[src/inc/timer3_regs.svh]
`ifndef TIMER3_REGS_SVH
`define TIMER3_REGS_SVH

// ****************************************************************
// Register map (byte addresses on the AXI4-Lite bus)
// ****************************************************************
`define T3_ADDR_W       8
`define T3_CTRL_OFS     8'h00
`define T3_COUNT_LO_OFS 8'h04
`define T3_COUNT_HI_OFS 8'h08
`define T3_STATUS_OFS   8'h0c
`define T3_MASK_OFS     8'h10

// ****************************************************************
// Reset values and field positions
// ****************************************************************
`define T3_CTRL_RST     8'h00
`define T3_COUNT_RST    16'h0000
`define T3_COUNT_MAX    16'hffff
`define T3_OVF_BIT      0
`define T3_BYTE_LO      7:0
`define T3_BYTE_HI      15:8
`define T3_LANE_LO      0
`define T3_LANE_HI      1

// ****************************************************************
// Clocking and prescaler
// ****************************************************************
`define T3_INSN_LAST    2'h3
`define T3_PS_1         2'h0
`define T3_PS_2         2'h1
`define T3_PS_4         2'h2
`define T3_PS_8         2'h3
`define T3_PS_LIM_1     3'h0
`define T3_PS_LIM_2     3'h1
`define T3_PS_LIM_4     3'h3
`define T3_PS_LIM_8     3'h7

// ****************************************************************
// Bus responses
// ****************************************************************
`define T3_RESP_OKAY    2'h0
`define T3_RESP_SLVERR  2'h2

`endif

[src/inc/timer3_pkg.sv]
package timer3_pkg;

  // Control register layout, bit 7 down to bit 0
  typedef struct packed {
    logic       wide_access_mode;
    logic       capture_source_high;
    logic [1:0] prescale_select;
    logic       capture_source_low;
    logic       ext_sync_disable;
    logic       clock_source_select;
    logic       counter_run;
  } ctrl_t;

  // Time-base selection handed to the compare/capture units
  typedef struct packed {
    logic std_uses_this;
    logic enh_uses_this;
  } timebase_t;

endpackage

[src/timer3_core.sv]
// The AXI4-Lite slave port and the register offsets were decided locally.
`timescale 1ns/1ns
`include "timer3_regs.svh"

// Summary of operation
// - Wide mode moves all 16 count bits at once; otherwise two byte accesses.
// - Capture-source high bit set: this timer feeds both compare units.
// - Capture-source 01: this timer feeds enhanced unit, other one standard.
// - Capture-source 00: other timer feeds both compare units.
// - Prescaler divides selected clock by 1, 2, 4 or 8.
// - External clock unsynchronised when sync-disable set, else aligned.
// - Internal clock selected: sync-disable ignored, count instruction clock.
// - Wrap from all-ones to zero sets the overflow flag.
// - Trigger from a compare unit using this timer clears the count.
// - After reset the timer is disabled and not running.
module timer3_core (
  // Clock and reset
  input  wire logic        aclk,
  input  wire logic        aresetn,
  // AXI4-Lite write address and data
  input  wire logic        awvalid,
  output logic             awready,
  input  wire logic [7:0]  awaddr,
  input  wire logic        wvalid,
  output logic             wready,
  input  wire logic [31:0] wdata,
  input  wire logic [3:0]  wstrb,
  // AXI4-Lite write response
  output logic             bvalid,
  input  wire logic        bready,
  output logic [1:0]       bresp,
  // AXI4-Lite read
  input  wire logic        arvalid,
  output logic             arready,
  input  wire logic [7:0]  araddr,
  output logic             rvalid,
  input  wire logic        rready,
  output logic [31:0]      rdata,
  output logic [1:0]       rresp,
  // External clock pins
  input  wire logic        osc_pin,
  input  wire logic        external_clock_pin,
  input  wire logic        timer_osc_enable,
  // Compare/capture units
  input  wire logic        std_trigger,
  input  wire logic        enh_trigger,
  output timer3_pkg::timebase_t timebase,
  output logic [15:0]      count_value,
  // Interrupt
  output logic             irq
);

  // ****************************************************************
  // Registers and state
  // ****************************************************************
  timer3_pkg::ctrl_t ctrl;
  logic [15:0]       count;
  logic              ovf_status;
  logic              ovf_mask;
  logic              aw_held;
  logic              w_held;
  logic [7:0]        aw_addr_q;
  logic [31:0]       wdata_q;
  logic [3:0]        wstrb_q;
  logic [1:0]        insn_div;
  logic              osc_s1;
  logic              osc_s2;
  logic              pin_s1;
  logic              pin_s2;
  logic              ext_prev;
  logic              ext_armed;
  logic              ext_pend;

  // ****************************************************************
  // Bus decode
  // ****************************************************************
  wire        aw_fire  = awvalid && awready;
  wire        w_fire   = wvalid && wready;
  wire        ar_fire  = arvalid && arready;
  wire        wr_do    = aw_held && w_held && !bvalid;
  wire        wr_ctrl  = wr_do && aw_addr_q == `T3_CTRL_OFS;
  wire        wr_lo    = wr_do && aw_addr_q == `T3_COUNT_LO_OFS;
  wire        wr_hi    = wr_do && aw_addr_q == `T3_COUNT_HI_OFS;
  wire        wr_stat  = wr_do && aw_addr_q == `T3_STATUS_OFS;
  wire        wr_mask  = wr_do && aw_addr_q == `T3_MASK_OFS;
  wire        wr_hit   = wr_ctrl || wr_lo || wr_hi || wr_stat || wr_mask;
  wire        lane_lo  = wstrb_q[`T3_LANE_LO];
  wire        lane_hi  = wstrb_q[`T3_LANE_HI];
  wire        wide     = ctrl.wide_access_mode;

  assign awready = !aw_held && !bvalid;
  assign wready  = !w_held && !bvalid;
  assign arready = !rvalid;

  // ****************************************************************
  // Count write path
  // ****************************************************************
  // Wide mode: the low-byte address carries both bytes in one access,
  // so software never sees a torn value between two byte writes.
  wire [15:0] wr_value;
  wire        cnt_write;
  assign wr_value[`T3_BYTE_LO] =
    (wr_lo && lane_lo) ? wdata_q[`T3_BYTE_LO] : count[`T3_BYTE_LO];
  assign wr_value[`T3_BYTE_HI] =
    (wr_lo && wide && lane_hi) ? wdata_q[`T3_BYTE_HI] :
    (wr_hi && !wide && lane_lo) ? wdata_q[`T3_BYTE_LO] :
    count[`T3_BYTE_HI];
  assign cnt_write = (wr_lo && (lane_lo || (wide && lane_hi))) ||
                     (wr_hi && !wide && lane_lo);

  // ****************************************************************
  // Read decode
  // ****************************************************************
  function automatic logic [31:0] byte_word(input logic [7:0] b);
    byte_word = {24'h000000, b};
  endfunction

  wire [31:0] rd_lo   = wide ? {16'h0000, count} :
                        byte_word(count[`T3_BYTE_LO]);
  wire [31:0] rd_hi   = wide ? 32'h00000000 :
                        byte_word(count[`T3_BYTE_HI]);
  wire        rd_ctl  = araddr == `T3_CTRL_OFS;
  wire        rd_cl   = araddr == `T3_COUNT_LO_OFS;
  wire        rd_ch   = araddr == `T3_COUNT_HI_OFS;
  wire        rd_st   = araddr == `T3_STATUS_OFS;
  wire        rd_mk   = araddr == `T3_MASK_OFS;
  wire        rd_hit  = rd_ctl || rd_cl || rd_ch || rd_st || rd_mk;
  wire [31:0] rd_mux  = rd_ctl ? byte_word(ctrl) :
                        rd_cl  ? rd_lo :
                        rd_ch  ? rd_hi :
                        rd_st  ? {31'h00000000, ovf_status} :
                        rd_mk  ? {31'h00000000, ovf_mask} :
                        32'h00000000;

  // ****************************************************************
  // AXI4-Lite handshake
  // ****************************************************************
  always_ff @(posedge aclk) begin
    if (!aresetn) begin
      aw_held   <= 1'b0;
      aw_addr_q <= `T3_CTRL_OFS;
    end else if (aw_fire) begin
      aw_held   <= 1'b1;
      aw_addr_q <= awaddr;
    end else if (wr_do) begin
      aw_held   <= 1'b0;
    end
  end

  always_ff @(posedge aclk) begin
    if (!aresetn) begin
      w_held  <= 1'b0;
      wdata_q <= 32'h00000000;
      wstrb_q <= 4'h0;
    end else if (w_fire) begin
      w_held  <= 1'b1;
      wdata_q <= wdata;
      wstrb_q <= wstrb;
    end else if (wr_do) begin
      w_held  <= 1'b0;
    end
  end

  always_ff @(posedge aclk) begin
    if (!aresetn) begin
      bvalid <= 1'b0;
      bresp  <= `T3_RESP_OKAY;
    end else if (wr_do) begin
      bvalid <= 1'b1;
      bresp  <= wr_hit ? `T3_RESP_OKAY : `T3_RESP_SLVERR;
    end else if (bready) begin
      bvalid <= 1'b0;
    end
  end

  always_ff @(posedge aclk) begin
    if (!aresetn) begin
      rvalid <= 1'b0;
      rdata  <= 32'h00000000;
      rresp  <= `T3_RESP_OKAY;
    end else if (ar_fire) begin
      rvalid <= 1'b1;
      rdata  <= rd_mux;
      rresp  <= rd_hit ? `T3_RESP_OKAY : `T3_RESP_SLVERR;
    end else if (rready) begin
      rvalid <= 1'b0;
    end
  end

  // ****************************************************************
  // Control register
  // ****************************************************************
  always_ff @(posedge aclk) begin
    if (!aresetn) begin
      ctrl <= `T3_CTRL_RST;
    end else if (wr_ctrl && lane_lo) begin
      ctrl <= wdata_q[`T3_BYTE_LO];
    end
  end

  assign timebase.std_uses_this = ctrl.capture_source_high;
  assign timebase.enh_uses_this = ctrl.capture_source_high ||
                                  ctrl.capture_source_low;

  // ****************************************************************
  // Clock sources
  // ****************************************************************
  // Instruction clock is a quarter of the bus clock.
  wire insn_tick = insn_div == `T3_INSN_LAST;

  always_ff @(posedge aclk) begin
    if (!aresetn) begin
      insn_div <= 2'h0;
    end else begin
      insn_div <= insn_div + 2'h1;
    end
  end

  // Pins always pass two flops; the "unsynchronised" mode only skips
  // the extra alignment to the instruction clock.
  always_ff @(posedge aclk) begin
    if (!aresetn) begin
      osc_s1 <= 1'b0;
      osc_s2 <= 1'b0;
      pin_s1 <= 1'b0;
      pin_s2 <= 1'b0;
    end else begin
      osc_s1 <= osc_pin;
      osc_s2 <= osc_s1;
      pin_s1 <= external_clock_pin;
      pin_s2 <= pin_s1;
    end
  end

  wire ext_on    = ctrl.clock_source_select && ctrl.counter_run;
  wire ext_level = timer_osc_enable ? osc_s2 : pin_s2;
  wire ext_rise  = ext_on && ext_armed && ext_level && !ext_prev;
  wire sync_on   = !ctrl.ext_sync_disable;

  always_ff @(posedge aclk) begin
    if (!aresetn || !ext_on) begin
      ext_prev  <= 1'b1;
      ext_armed <= 1'b0;
    end else begin
      ext_prev  <= ext_level;
      ext_armed <= ext_armed || !ext_level;
    end
  end

  always_ff @(posedge aclk) begin
    if (!aresetn || !ext_on || !sync_on || insn_tick) begin
      ext_pend <= 1'b0;
    end else if (ext_rise) begin
      ext_pend <= 1'b1;
    end
  end

  wire ext_tick = sync_on ? insn_tick && (ext_pend || ext_rise) :
                  ext_rise;
  wire raw_tick = ctrl.clock_source_select ? ext_tick :
                  insn_tick;

  // ****************************************************************
  // Prescaler and counter
  // ****************************************************************
  logic count_tick;
  wire  ps_clear = !ctrl.counter_run || cnt_write || wr_ctrl;

  timer3_prescaler u_prescaler (
    .aclk            (aclk),
    .aresetn         (aresetn),
    .clear           (ps_clear),
    .prescale_select (ctrl.prescale_select),
    .tick_in         (raw_tick && ctrl.counter_run),
    .tick_out        (count_tick)
  );

  wire trig_clear = (std_trigger && timebase.std_uses_this) ||
                    (enh_trigger && timebase.enh_uses_this);
  wire ovf_event  = count_tick && !cnt_write && !trig_clear &&
                    count == `T3_COUNT_MAX;

  // Software write beats a trigger, a trigger beats counting.
  always_ff @(posedge aclk) begin
    if (!aresetn) begin
      count <= `T3_COUNT_RST;
    end else if (cnt_write) begin
      count <= wr_value;
    end else if (trig_clear) begin
      count <= `T3_COUNT_RST;
    end else if (count_tick) begin
      count <= count + 16'h0001;
    end
  end

  assign count_value = count;

  // ****************************************************************
  // Interrupt
  // ****************************************************************
  // A wrap in the same cycle as the clearing write stays set.
  wire next_status = (ovf_status &&
                      !(wr_stat && lane_lo && wdata_q[`T3_OVF_BIT])) ||
                     ovf_event;

  always_ff @(posedge aclk) begin
    if (!aresetn) begin
      ovf_status <= 1'b0;
      ovf_mask   <= 1'b0;
      irq        <= 1'b0;
    end else begin
      ovf_status <= next_status;
      if (wr_mask && lane_lo) begin
        ovf_mask <= wdata_q[`T3_OVF_BIT];
      end
      irq <= ovf_status && ovf_mask;
    end
  end

  // ****************************************************************
  // Assertions
  // ****************************************************************
  property p_wide_read;
    @(posedge aclk) disable iff (!aresetn)
    (ar_fire && rd_cl && wide) |=> rdata[15:0] == $past(count);
  endproperty
  a_wide_read: assert property (p_wide_read)
    else $error("wide read did not return all 16 count bits");

  property p_both_this;
    @(posedge aclk) disable iff (!aresetn)
    (wr_ctrl && lane_lo && wdata_q[6]) |=>
      timebase.std_uses_this && timebase.enh_uses_this;
  endproperty
  a_both_this: assert property (p_both_this)
    else $error("high capture-source bit did not select this timer");

  property p_enh_only;
    @(posedge aclk) disable iff (!aresetn)
    (wr_ctrl && lane_lo && !wdata_q[6] && wdata_q[3]) |=>
      !timebase.std_uses_this && timebase.enh_uses_this;
  endproperty
  a_enh_only: assert property (p_enh_only)
    else $error("capture-source 01 routed wrongly");

  property p_none_this;
    @(posedge aclk) disable iff (!aresetn)
    (wr_ctrl && lane_lo && !wdata_q[6] && !wdata_q[3]) |=>
      !timebase.std_uses_this && !timebase.enh_uses_this;
  endproperty
  a_none_this: assert property (p_none_this)
    else $error("capture-source 00 routed wrongly");

  property p_sync_align;
    @(posedge aclk) disable iff (!aresetn)
    (ctrl.clock_source_select && sync_on && raw_tick) |-> insn_tick;
  endproperty
  a_sync_align: assert property (p_sync_align)
    else $error("synchronised external tick off the instruction clock");

  property p_int_clock;
    @(posedge aclk) disable iff (!aresetn)
    (!ctrl.clock_source_select) |-> (raw_tick == insn_tick);
  endproperty
  a_int_clock: assert property (p_int_clock)
    else $error("internal clock not used");

  property p_first_fall;
    @(posedge aclk) disable iff (!aresetn)
    (ctrl.clock_source_select && raw_tick) |-> ext_armed;
  endproperty
  a_first_fall: assert property (p_first_fall)
    else $error("external edge counted before a falling edge");

  property p_hold;
    @(posedge aclk) disable iff (!aresetn)
    (!ctrl.counter_run && !cnt_write && !trig_clear) |=>
      count == $past(count);
  endproperty
  a_hold: assert property (p_hold)
    else $error("counter moved while stopped");

  property p_wrap;
    @(posedge aclk) disable iff (!aresetn)
    ovf_event |=> (ovf_status && count == `T3_COUNT_RST);
  endproperty
  a_wrap: assert property (p_wrap)
    else $error("wrap did not set overflow flag");

  property p_trig;
    @(posedge aclk) disable iff (!aresetn)
    (trig_clear && !cnt_write) |=> count == `T3_COUNT_RST;
  endproperty
  a_trig: assert property (p_trig)
    else $error("trigger did not clear the count");

  property p_reset_off;
    @(posedge aclk)
    (!aresetn) |=> (!ctrl.counter_run && count == `T3_COUNT_RST);
  endproperty
  a_reset_off: assert property (p_reset_off)
    else $error("timer running after reset");

  c_wrap: cover property (@(posedge aclk) disable iff (!aresetn)
    ovf_event);
  c_trig: cover property (@(posedge aclk) disable iff (!aresetn)
    trig_clear && ctrl.counter_run);
  c_ext: cover property (@(posedge aclk) disable iff (!aresetn)
    ctrl.clock_source_select && count_tick);
  c_irq: cover property (@(posedge aclk) disable iff (!aresetn)
    $rose(irq));

endmodule

[src/timer3_prescaler.sv]
`timescale 1ns/1ns
`include "timer3_regs.svh"

module timer3_prescaler (
  // Clock and reset
  input  wire logic       aclk,
  input  wire logic       aresetn,
  // Control
  input  wire logic       clear,
  input  wire logic [1:0] prescale_select,
  // Ticks
  input  wire logic       tick_in,
  output logic            tick_out
);

  logic [2:0] cnt;
  wire  [2:0] limit;

  function automatic logic [2:0] ps_limit(input logic [1:0] sel);
    case (sel)
      `T3_PS_2: ps_limit = `T3_PS_LIM_2;
      `T3_PS_4: ps_limit = `T3_PS_LIM_4;
      `T3_PS_8: ps_limit = `T3_PS_LIM_8;
      default:  ps_limit = `T3_PS_LIM_1;
    endcase
  endfunction

  assign limit    = ps_limit(prescale_select);
  assign tick_out = tick_in && !clear && (cnt == limit);

  always_ff @(posedge aclk) begin
    if (!aresetn || clear || (tick_in && cnt == limit)) begin
      cnt <= `T3_PS_LIM_1;
    end else if (tick_in) begin
      cnt <= cnt + 3'h1;
    end
  end

  // ****************************************************************
  // Assertions
  // ****************************************************************
  property p_ps_pass;
    @(posedge aclk) disable iff (!aresetn)
    (prescale_select == `T3_PS_1 && tick_in && !clear) |-> tick_out;
  endproperty
  a_ps_pass: assert property (p_ps_pass)
    else $error("prescaler 1:1 dropped a tick");

  property p_ps_div8;
    @(posedge aclk) disable iff (!aresetn)
    (prescale_select == `T3_PS_8 && tick_out) |-> cnt == `T3_PS_LIM_8;
  endproperty
  a_ps_div8: assert property (p_ps_div8)
    else $error("prescaler 1:8 fired early");

endmodule

[config.mk]
export PLATFORM = sky130hd
export DESIGN_NAME = timer3_core
export DESIGN_NICKNAME = d
export VERILOG_FILES = /design/src/inc/timer3_pkg.sv /design/src/timer3_core.sv /design/src/timer3_prescaler.sv
export VERILOG_INCLUDE_DIRS = /design/src /design/src/inc
export SDC_FILE = /design/constraint.sdc
export NUM_CORES = 1
export LEC_CHECK = 0
export BUFFER_PORTS_ARGS = -buffer_cell sky130_fd_sc_hd__buf_2
export CORE_MARGIN = 3
export CORE_UTILIZATION = 52
export CTS_CLUSTER_DIAMETER = 150
export DETAILED_ROUTE_END_ITERATION = 7
export GPL_ROUTABILITY_DRIVEN = 0
export PLACE_DENSITY = 0.82
export SLEW_MARGIN = 10
export SYNTH_ARGS = -nofsm -noshare
export SYNTH_HDL_FRONTEND = slang
export SYNTH_SLANG_ARGS = --single-unit
[constraint.sdc]
create_clock -name aclk -period 2.4 [get_ports aclk]
set_input_delay 0.48 -clock aclk [delete_from_list [all_inputs] [get_ports aclk]]
set_output_delay 0.48 -clock aclk [all_outputs]
set_load 0.01 [all_outputs]
* After elaboration in Yosys (flattened, before gate mapping) *
Cells that the tools add are included.

storage, ports and cells
  flip-flop bits (word level) = 105
  input port bits = 64
  output and inout port bits = 60
  logic and storage cells = 160

operators by class
  add/sub/neg operators = 3
  equality and inequality tests = 16
  mux-type cells = 26
  reductions and logical operators = 84

operators by type and width
  cell                                                                    number
  16-bit two-way mux                                                      6
  8-bit two-way mux                                                       5
  1-bit logical AND                                                       39
  8-bit by 4-bit equality test with 1-bit output (second input constant)  4
  1-bit logical OR                                                        22
  16-bit by 1-bit adder with 16-bit output (second input constant)        1
  16-bit equality test (second input constant)                            1
  8-bit by 3-bit equality test with 1-bit output (second input constant)  2
  8-bit by 5-bit equality test with 1-bit output (second input constant)  2
  8-bit zero test                                                         2
  1-bit zero test                                                         14
  1-bit two-way mux                                                       12
  3-bit case mux with 3 select lines                                      1
  2-bit nonzero test                                                      4
  2-bit equality test (second input constant)                             3
  2-bit two-way mux                                                       2
  2-bit AND reduction                                                     2
  3-bit by 1-bit adder with 3-bit output (second input constant)          1
  3-bit equality test                                                     1
  3-bit by 1-bit != test with 1-bit output (second input constant)        1
  3-bit nonzero test                                                      1
  2-bit by 1-bit adder with 2-bit output (second input constant)          1
  2-bit by 1-bit equality test with 1-bit output (second input constant)  1
  2-bit by 1-bit != test with 1-bit output (second input constant)        1

* Depth between registers and ports, before layout *
  depth in word-level cells = 15
  depth in mapped cells = 8
  depth with buffers taken out = 7

* Modules after synthesis *
A second synthesis with hierarchy kept.

second synthesis, totals
  cells, all modules = 514
  area, all modules = 4207.8 um^2

by module, submodules not included
  module            instances  cells an instance  area each (um^2)  sequential area each (um^2)
  timer3_core       1          492                4000.1            1681.6
  timer3_prescaler  1          22                 207.7             60.1

* Worst setup path before layout *
No wires, ideal clock.

  kind = input to register
  start point = input timer_osc_enable
  end point = register count[15] (netlist: count_value[15])
  library setup time = 0.115 ns
  arrival = 1.998 ns
  data required time = 2.285 ns
  path slack = 0.288 ns
  cell stages on the path = 7
  cell sequence = mux2i_1 o221a_1 a211o_1 o311a_4 buf_6 o21a_1 o21a_1

on the way
  word-level cells in the longest chain between the ends = 12

RTL lines
  item                                    line                    source
  start: declaration                      timer3_core.sv:43       input wire logic timer_osc_enable,
  1-bit two-way mux *                     timer3_core.sv:236      wire ext_level = timer_osc_enable ? osc_s2 : pin_s2;
  1-bit logical AND * (2 in a row)        timer3_core.sv:237      wire ext_rise = ext_on && ext_armed && ext_level && !ext_prev;
  1-bit logical OR                        timer3_core.sv:258      wire ext_tick = sync_on ? insn_tick && (ext_pend || ext_rise) :
  1-bit logical AND                       timer3_core.sv:258
  1-bit two-way mux *                     timer3_core.sv:258
  1-bit two-way mux *                     timer3_core.sv:260      wire raw_tick = ctrl.clock_source_select ? ext_tick :
  1-bit logical AND *                     timer3_core.sv:274      .tick_in (raw_tick && ctrl.counter_run),
  1-bit logical AND * (2 in a row)        timer3_prescaler.sv:29  assign tick_out = tick_in && !clear && (cnt == limit);
  3-bit nonzero test (no source line) *   --
  2-bit AND reduction (no source line) *  --
  end signal: assignment                  timer3_core.sv:288      count <= wr_value;
  end signal: assignment                  timer3_core.sv:290      count <= `T3_COUNT_RST;
  end signal: assignment                  timer3_core.sv:292      count <= count + 16'h0001;
  end: declaration                        timer3_core.sv:57       logic [15:0] count;

Mark *: on every way between the ends. The rest lies on a longest branch, timed or not.
A chain may end at the register's enable or synchronous reset.

* Worst setup path in the final report *
  start point = register aw_addr_q[2]
  end point = register count[6] (netlist: count_value[6])

on the way
  word-level cells in the longest chain between the ends = 12
  elaborated cells between the ends (all ways) = 20
  those cells by class = eq/ne (3); mux (1); reduce/logical (16)

RTL lines
  item                                                             line                    source
  start: declaration                                               timer3_core.sv:62       logic [7:0] aw_addr_q;
  start signal: assignment                                         timer3_core.sv:141      aw_addr_q <= `T3_CTRL_OFS;
  start signal: assignment                                         timer3_core.sv:144      aw_addr_q <= awaddr;
  8-bit by 4-bit equality test with 1-bit output (no source line)  --
  1-bit logical AND (no source line)                               --
  1-bit logical AND (2 in a row)                                   timer3_core.sv:109      (wr_hi && !wide && lane_lo);
  1-bit logical OR                                                 timer3_core.sv:108      assign cnt_write = (wr_lo && (lane_lo || (wide && lane_hi))) ||
  1-bit logical OR (2 in a row)                                    timer3_core.sv:267      wire ps_clear = !ctrl.counter_run || cnt_write || wr_ctrl;
  1-bit zero test                                                  timer3_prescaler.sv:29
  1-bit logical AND (2 in a row)                                   timer3_prescaler.sv:29
  3-bit nonzero test (no source line)                              --
  2-bit AND reduction (no source line)                             --

Parallel ways exist; a longest one is shown, timed or not.

==> flow_metrics.py <==
metrics = {
    "run_status": {
        "status": "finished, final reports clean",
    },
    "die": {
        "die_width_um": 96.8,
        "core_area_um2": 7850,
        "die_h_um": 96.8,
        "initial_core_util_pct": 54.6,
        "die-area_um2": 9360,
        "io_pins": 124,
        "rows": 32,
    },
    "clocking": {
        "cts_hold_buf": 0,
        "clkSinkCount": 87,
        "cts_tree": "built",
        "path_clk_slew_ps": 90,
        "cts_resized": 0,
        "htreeDepth": 3,
        "root_buffer": "clkbuf_8",
        "clock_latency_ps": 360,
        "cts_buffers": 9,
        "clk_path_buf_depth": 2,
    },
    "drt": {
        "post_drt_wl_per_cell_um": 15.6,
        "dr.max_layer_used": "met4",
        "ant_nets": 0,
        "drc": 0,
        "wl_met3_um": 807,
        "vias": 4097,
        "via_per_inst": 5.69,
        "met2_length_um": 5300,
        "firstDrtPassIters": 5,
        "routed_wl_um": 11200,
        "drt_iter0_drc": 294,
        "drt-met1-wl_um": 4850,
    },
    "pwr": {
        "p_comb_share_pct": 9.1,
        "clkPwrFrac_pct": 37.0,
        "max-vdd-ir-drop_uv": 366,
        "p_int_mw": 2.09,
        "p_leak_nw": 2.09,
        "p_per_area_nw_per_um2": 569,
        "p_seq_share_pct": 53.9,
        "swShare_pct": 26.9,
        "p_sw_uw": 770,
    },
    "sta": {
        "fin_setup_tns_ps": 0,
        "finalCriticalPeriod_ps": 2260,
        "drv_slew": 0,
        "period_share_pct": 94.1,
        "worstMarginPinSlew_ps": 743,
        "rsz0062_at_grt": "no",
        "finalSetupViolCount": 0,
        "setup_slack_ps": 141,
        "clock_skew_ps": 15.6,
        "max_freq_mhz": 443,
        "whs_ps": 298,
        "hold_violations": 0,
        "slew_headroom_pct": 50.4,
    },
    "cells_and_area": {
        "antenna-diode-count": 0,
        "final_cell_mix": "nand2_1, dfxtp_1, buf_2",
        "layout-drive-gt1-share_pct": 22.2,
        "layout.nets": 680,
        "final_common_cell": "nand2_1",
        "final_util_pct": 64.1,
        "area_delta_synth_final_pct": 17.4,
        "stdcell_count": 720,
    },
    "setup_path": {
        "cp.arrival_ps": 2550,
        "crit_chain": "and2_1, and2_1, o31a_1, buf_4, buf_4, or4_1, a22o_1, a21oi_1",
        "setup.worst_path.start_class": "flip-flop",
        "critical_path_class": "reg -> reg",
        "path_buf_inv": 2,
        "slowest_delay_ps": 480,
        "cpMaxStageDelayCell": "or4_1",
        "cp-end-kind": "flip-flop",
        "critPathMaxFanout": 12,
        "critPathTopFamily": "simple AND/OR/NAND/NOR gates",
        "cp.required_ps": 2690,
        "r2r_setup_slack_ps": 140,
    },
    "synth": {
        "synth_edf_count": 0,
        "synth-seq-cells": 87,
        "synthCells": 521,
        "avgSynthCellArea_um2": 8.22,
        "ys_types": 62,
        "synth_warnings": 0,
        "synthFlopType": "dfxtp_1",
        "synthesis.area_um2": 4280,
        "yosysSeqAreaShare_pct": 40.7,
        "async_flop_share_pct": 0,
    },
    "global_route": {
        "antenna_found_initial": 0,
        "grt-ovfl-total": 0,
        "grt_pass1_vias": 3804,
        "grt_max_degree": 45,
        "grt_first_pass_wirelength_um": 18100,
        "grt_usage_pct": 23.3,
    },
    "placed_design": {
        "portBuffers": 87,
        "post-place-ws_ps": 30.6,
        "dp_cells": 700,
        "dp_hpwl_um": 8000,
    },
    "flow_run": {
        "maxCapViolations": 0,
    },
    "worst_hold_path": {
        "hold_path_class": "in -> reg",
    },
}
==> cells by family (layout without fill, tap and decap cells) <==
group | after synthesis | in the layout | share of synthesized area (%)
AOI/OAI and AO/OA | 123 | 123 | 19.5
xor gates and xnor gates | 11 | 11 | 2.25
adders and majority gates | 3 | 3 | 0.876
buffers and inverters | 54 | 134 | 7.13
DFF | 87 | 87 | 40.7
muxes | 12 | 12 | 2.83
other | 1 | 18 | 0.0875
and+or+nand+nor | 230 | 230 | 26.6
==> stage by stage <==
step	power, mW	area [um2]
after detailed placement	1.83	4800
after global placement	1.82	4800
after global routing	2.98	5030
after CTS	2.87	5000
final	2.86	5030
after floorplan	1.74	4350
==> flip-flops by register name, indices dropped and copies added, names as in the netlist, 2 cells and up <==
signal / flops
ctrl: 6
u_prescaler.cnt: 3
count_value: 16
wstrb_q: 2
rdata: 16
aw_addr_q: 8
wdata_q: 16
insn_div: 2
==> timing repair <==
item,4_1_cts,5_1_grt
setup endpoints to repair,0,7
buffers inserted,0,4
hold endpoints to repair,0,0
==> area by class of cell <==
cell class,instances,area (um2)
Clock inverter,7,80.1
Sequential cell,87,1740
Fill cell,698,2820
Inverter,10,37.5
Tap cell,102,128
Timing Repair Buffer,108,618
Multi-Input combinational cell,397,2300
Clock buffer,9,124
==> cells in the mapped netlist, drive strengths merged (2+ instances only) <==
library cell / number / area, um2
nor4b: 2 / 38.8
o21ai: 8 / 40.0
a221o: 2 / 20.0
nand3b: 3 / 22.5
a22o: 2 / 17.5
dfxtp: 87 / 1740
or4: 4 / 30.0
a31oi: 2 / 12.5
a311o: 6 / 60.1
o21a: 3 / 22.5
nor3b: 3 / 22.5
a21oi: 53 / 265
ha: 3 / 37.5
a22oi: 15 / 113
nand2b: 2 / 12.5
and4: 2 / 17.5
a21o: 2 / 15.0
o31ai: 4 / 30.0
clkbuf: 16 / 60.1
or3: 2 / 12.5
a221oi: 3 / 26.3
nand3: 12 / 60.1
and3: 4 / 25.0
nor3: 15 / 85.1
or2: 2 / 12.5
xnor2: 8 / 70.1
nand4: 9 / 56.3
nor2: 47 / 176
inv: 10 / 37.5
nor4: 5 / 46.3
mux2i: 11 / 110
nor2b: 2 / 12.5
and2: 13 / 81.3
buf: 28 / 208
a211oi: 4 / 30.0
a311oi: 9 / 78.8
nand2: 97 / 364
xor2: 3 / 26.3
o211a: 3 / 30.0
==> worst paths after layout <==
check / endpoint / cells after the start / start
max: count_value[6]$_SDFFE_PN0P_ / 8 / aw_addr_q[2]$_SDFFE_PN0P_
min: rvalid$_SDFFE_PN0P_ / 2 / rready
max reg2reg: count_value[6]$_SDFFE_PN0P_ / 8 / aw_addr_q[2]$_SDFFE_PN0P_
min reg2reg: osc_s2$_SDFF_PN0_ / 1 / osc_s1$_SDFF_PN0_
==> metal layers <==
layer	global-route usage, %	vias to the layer above
met4	8.86	0
met5	0	-
met3	7.14	26
li1	-	2002
met2	37.0	162
met1	29.8	1907
==> power groups by stage <==
stage	logic (mW)	clock network, mW	registers [mW]
after CTS	0.260	1.07	1.54
after floorplan	0.177	0	1.57
after detailed placement	0.259	0	1.57
after global placement	0.249	0	1.57
after global routing	0.293	1.13	1.55
final	0.260	1.06	1.54
(Power assumes the default switching activity.)
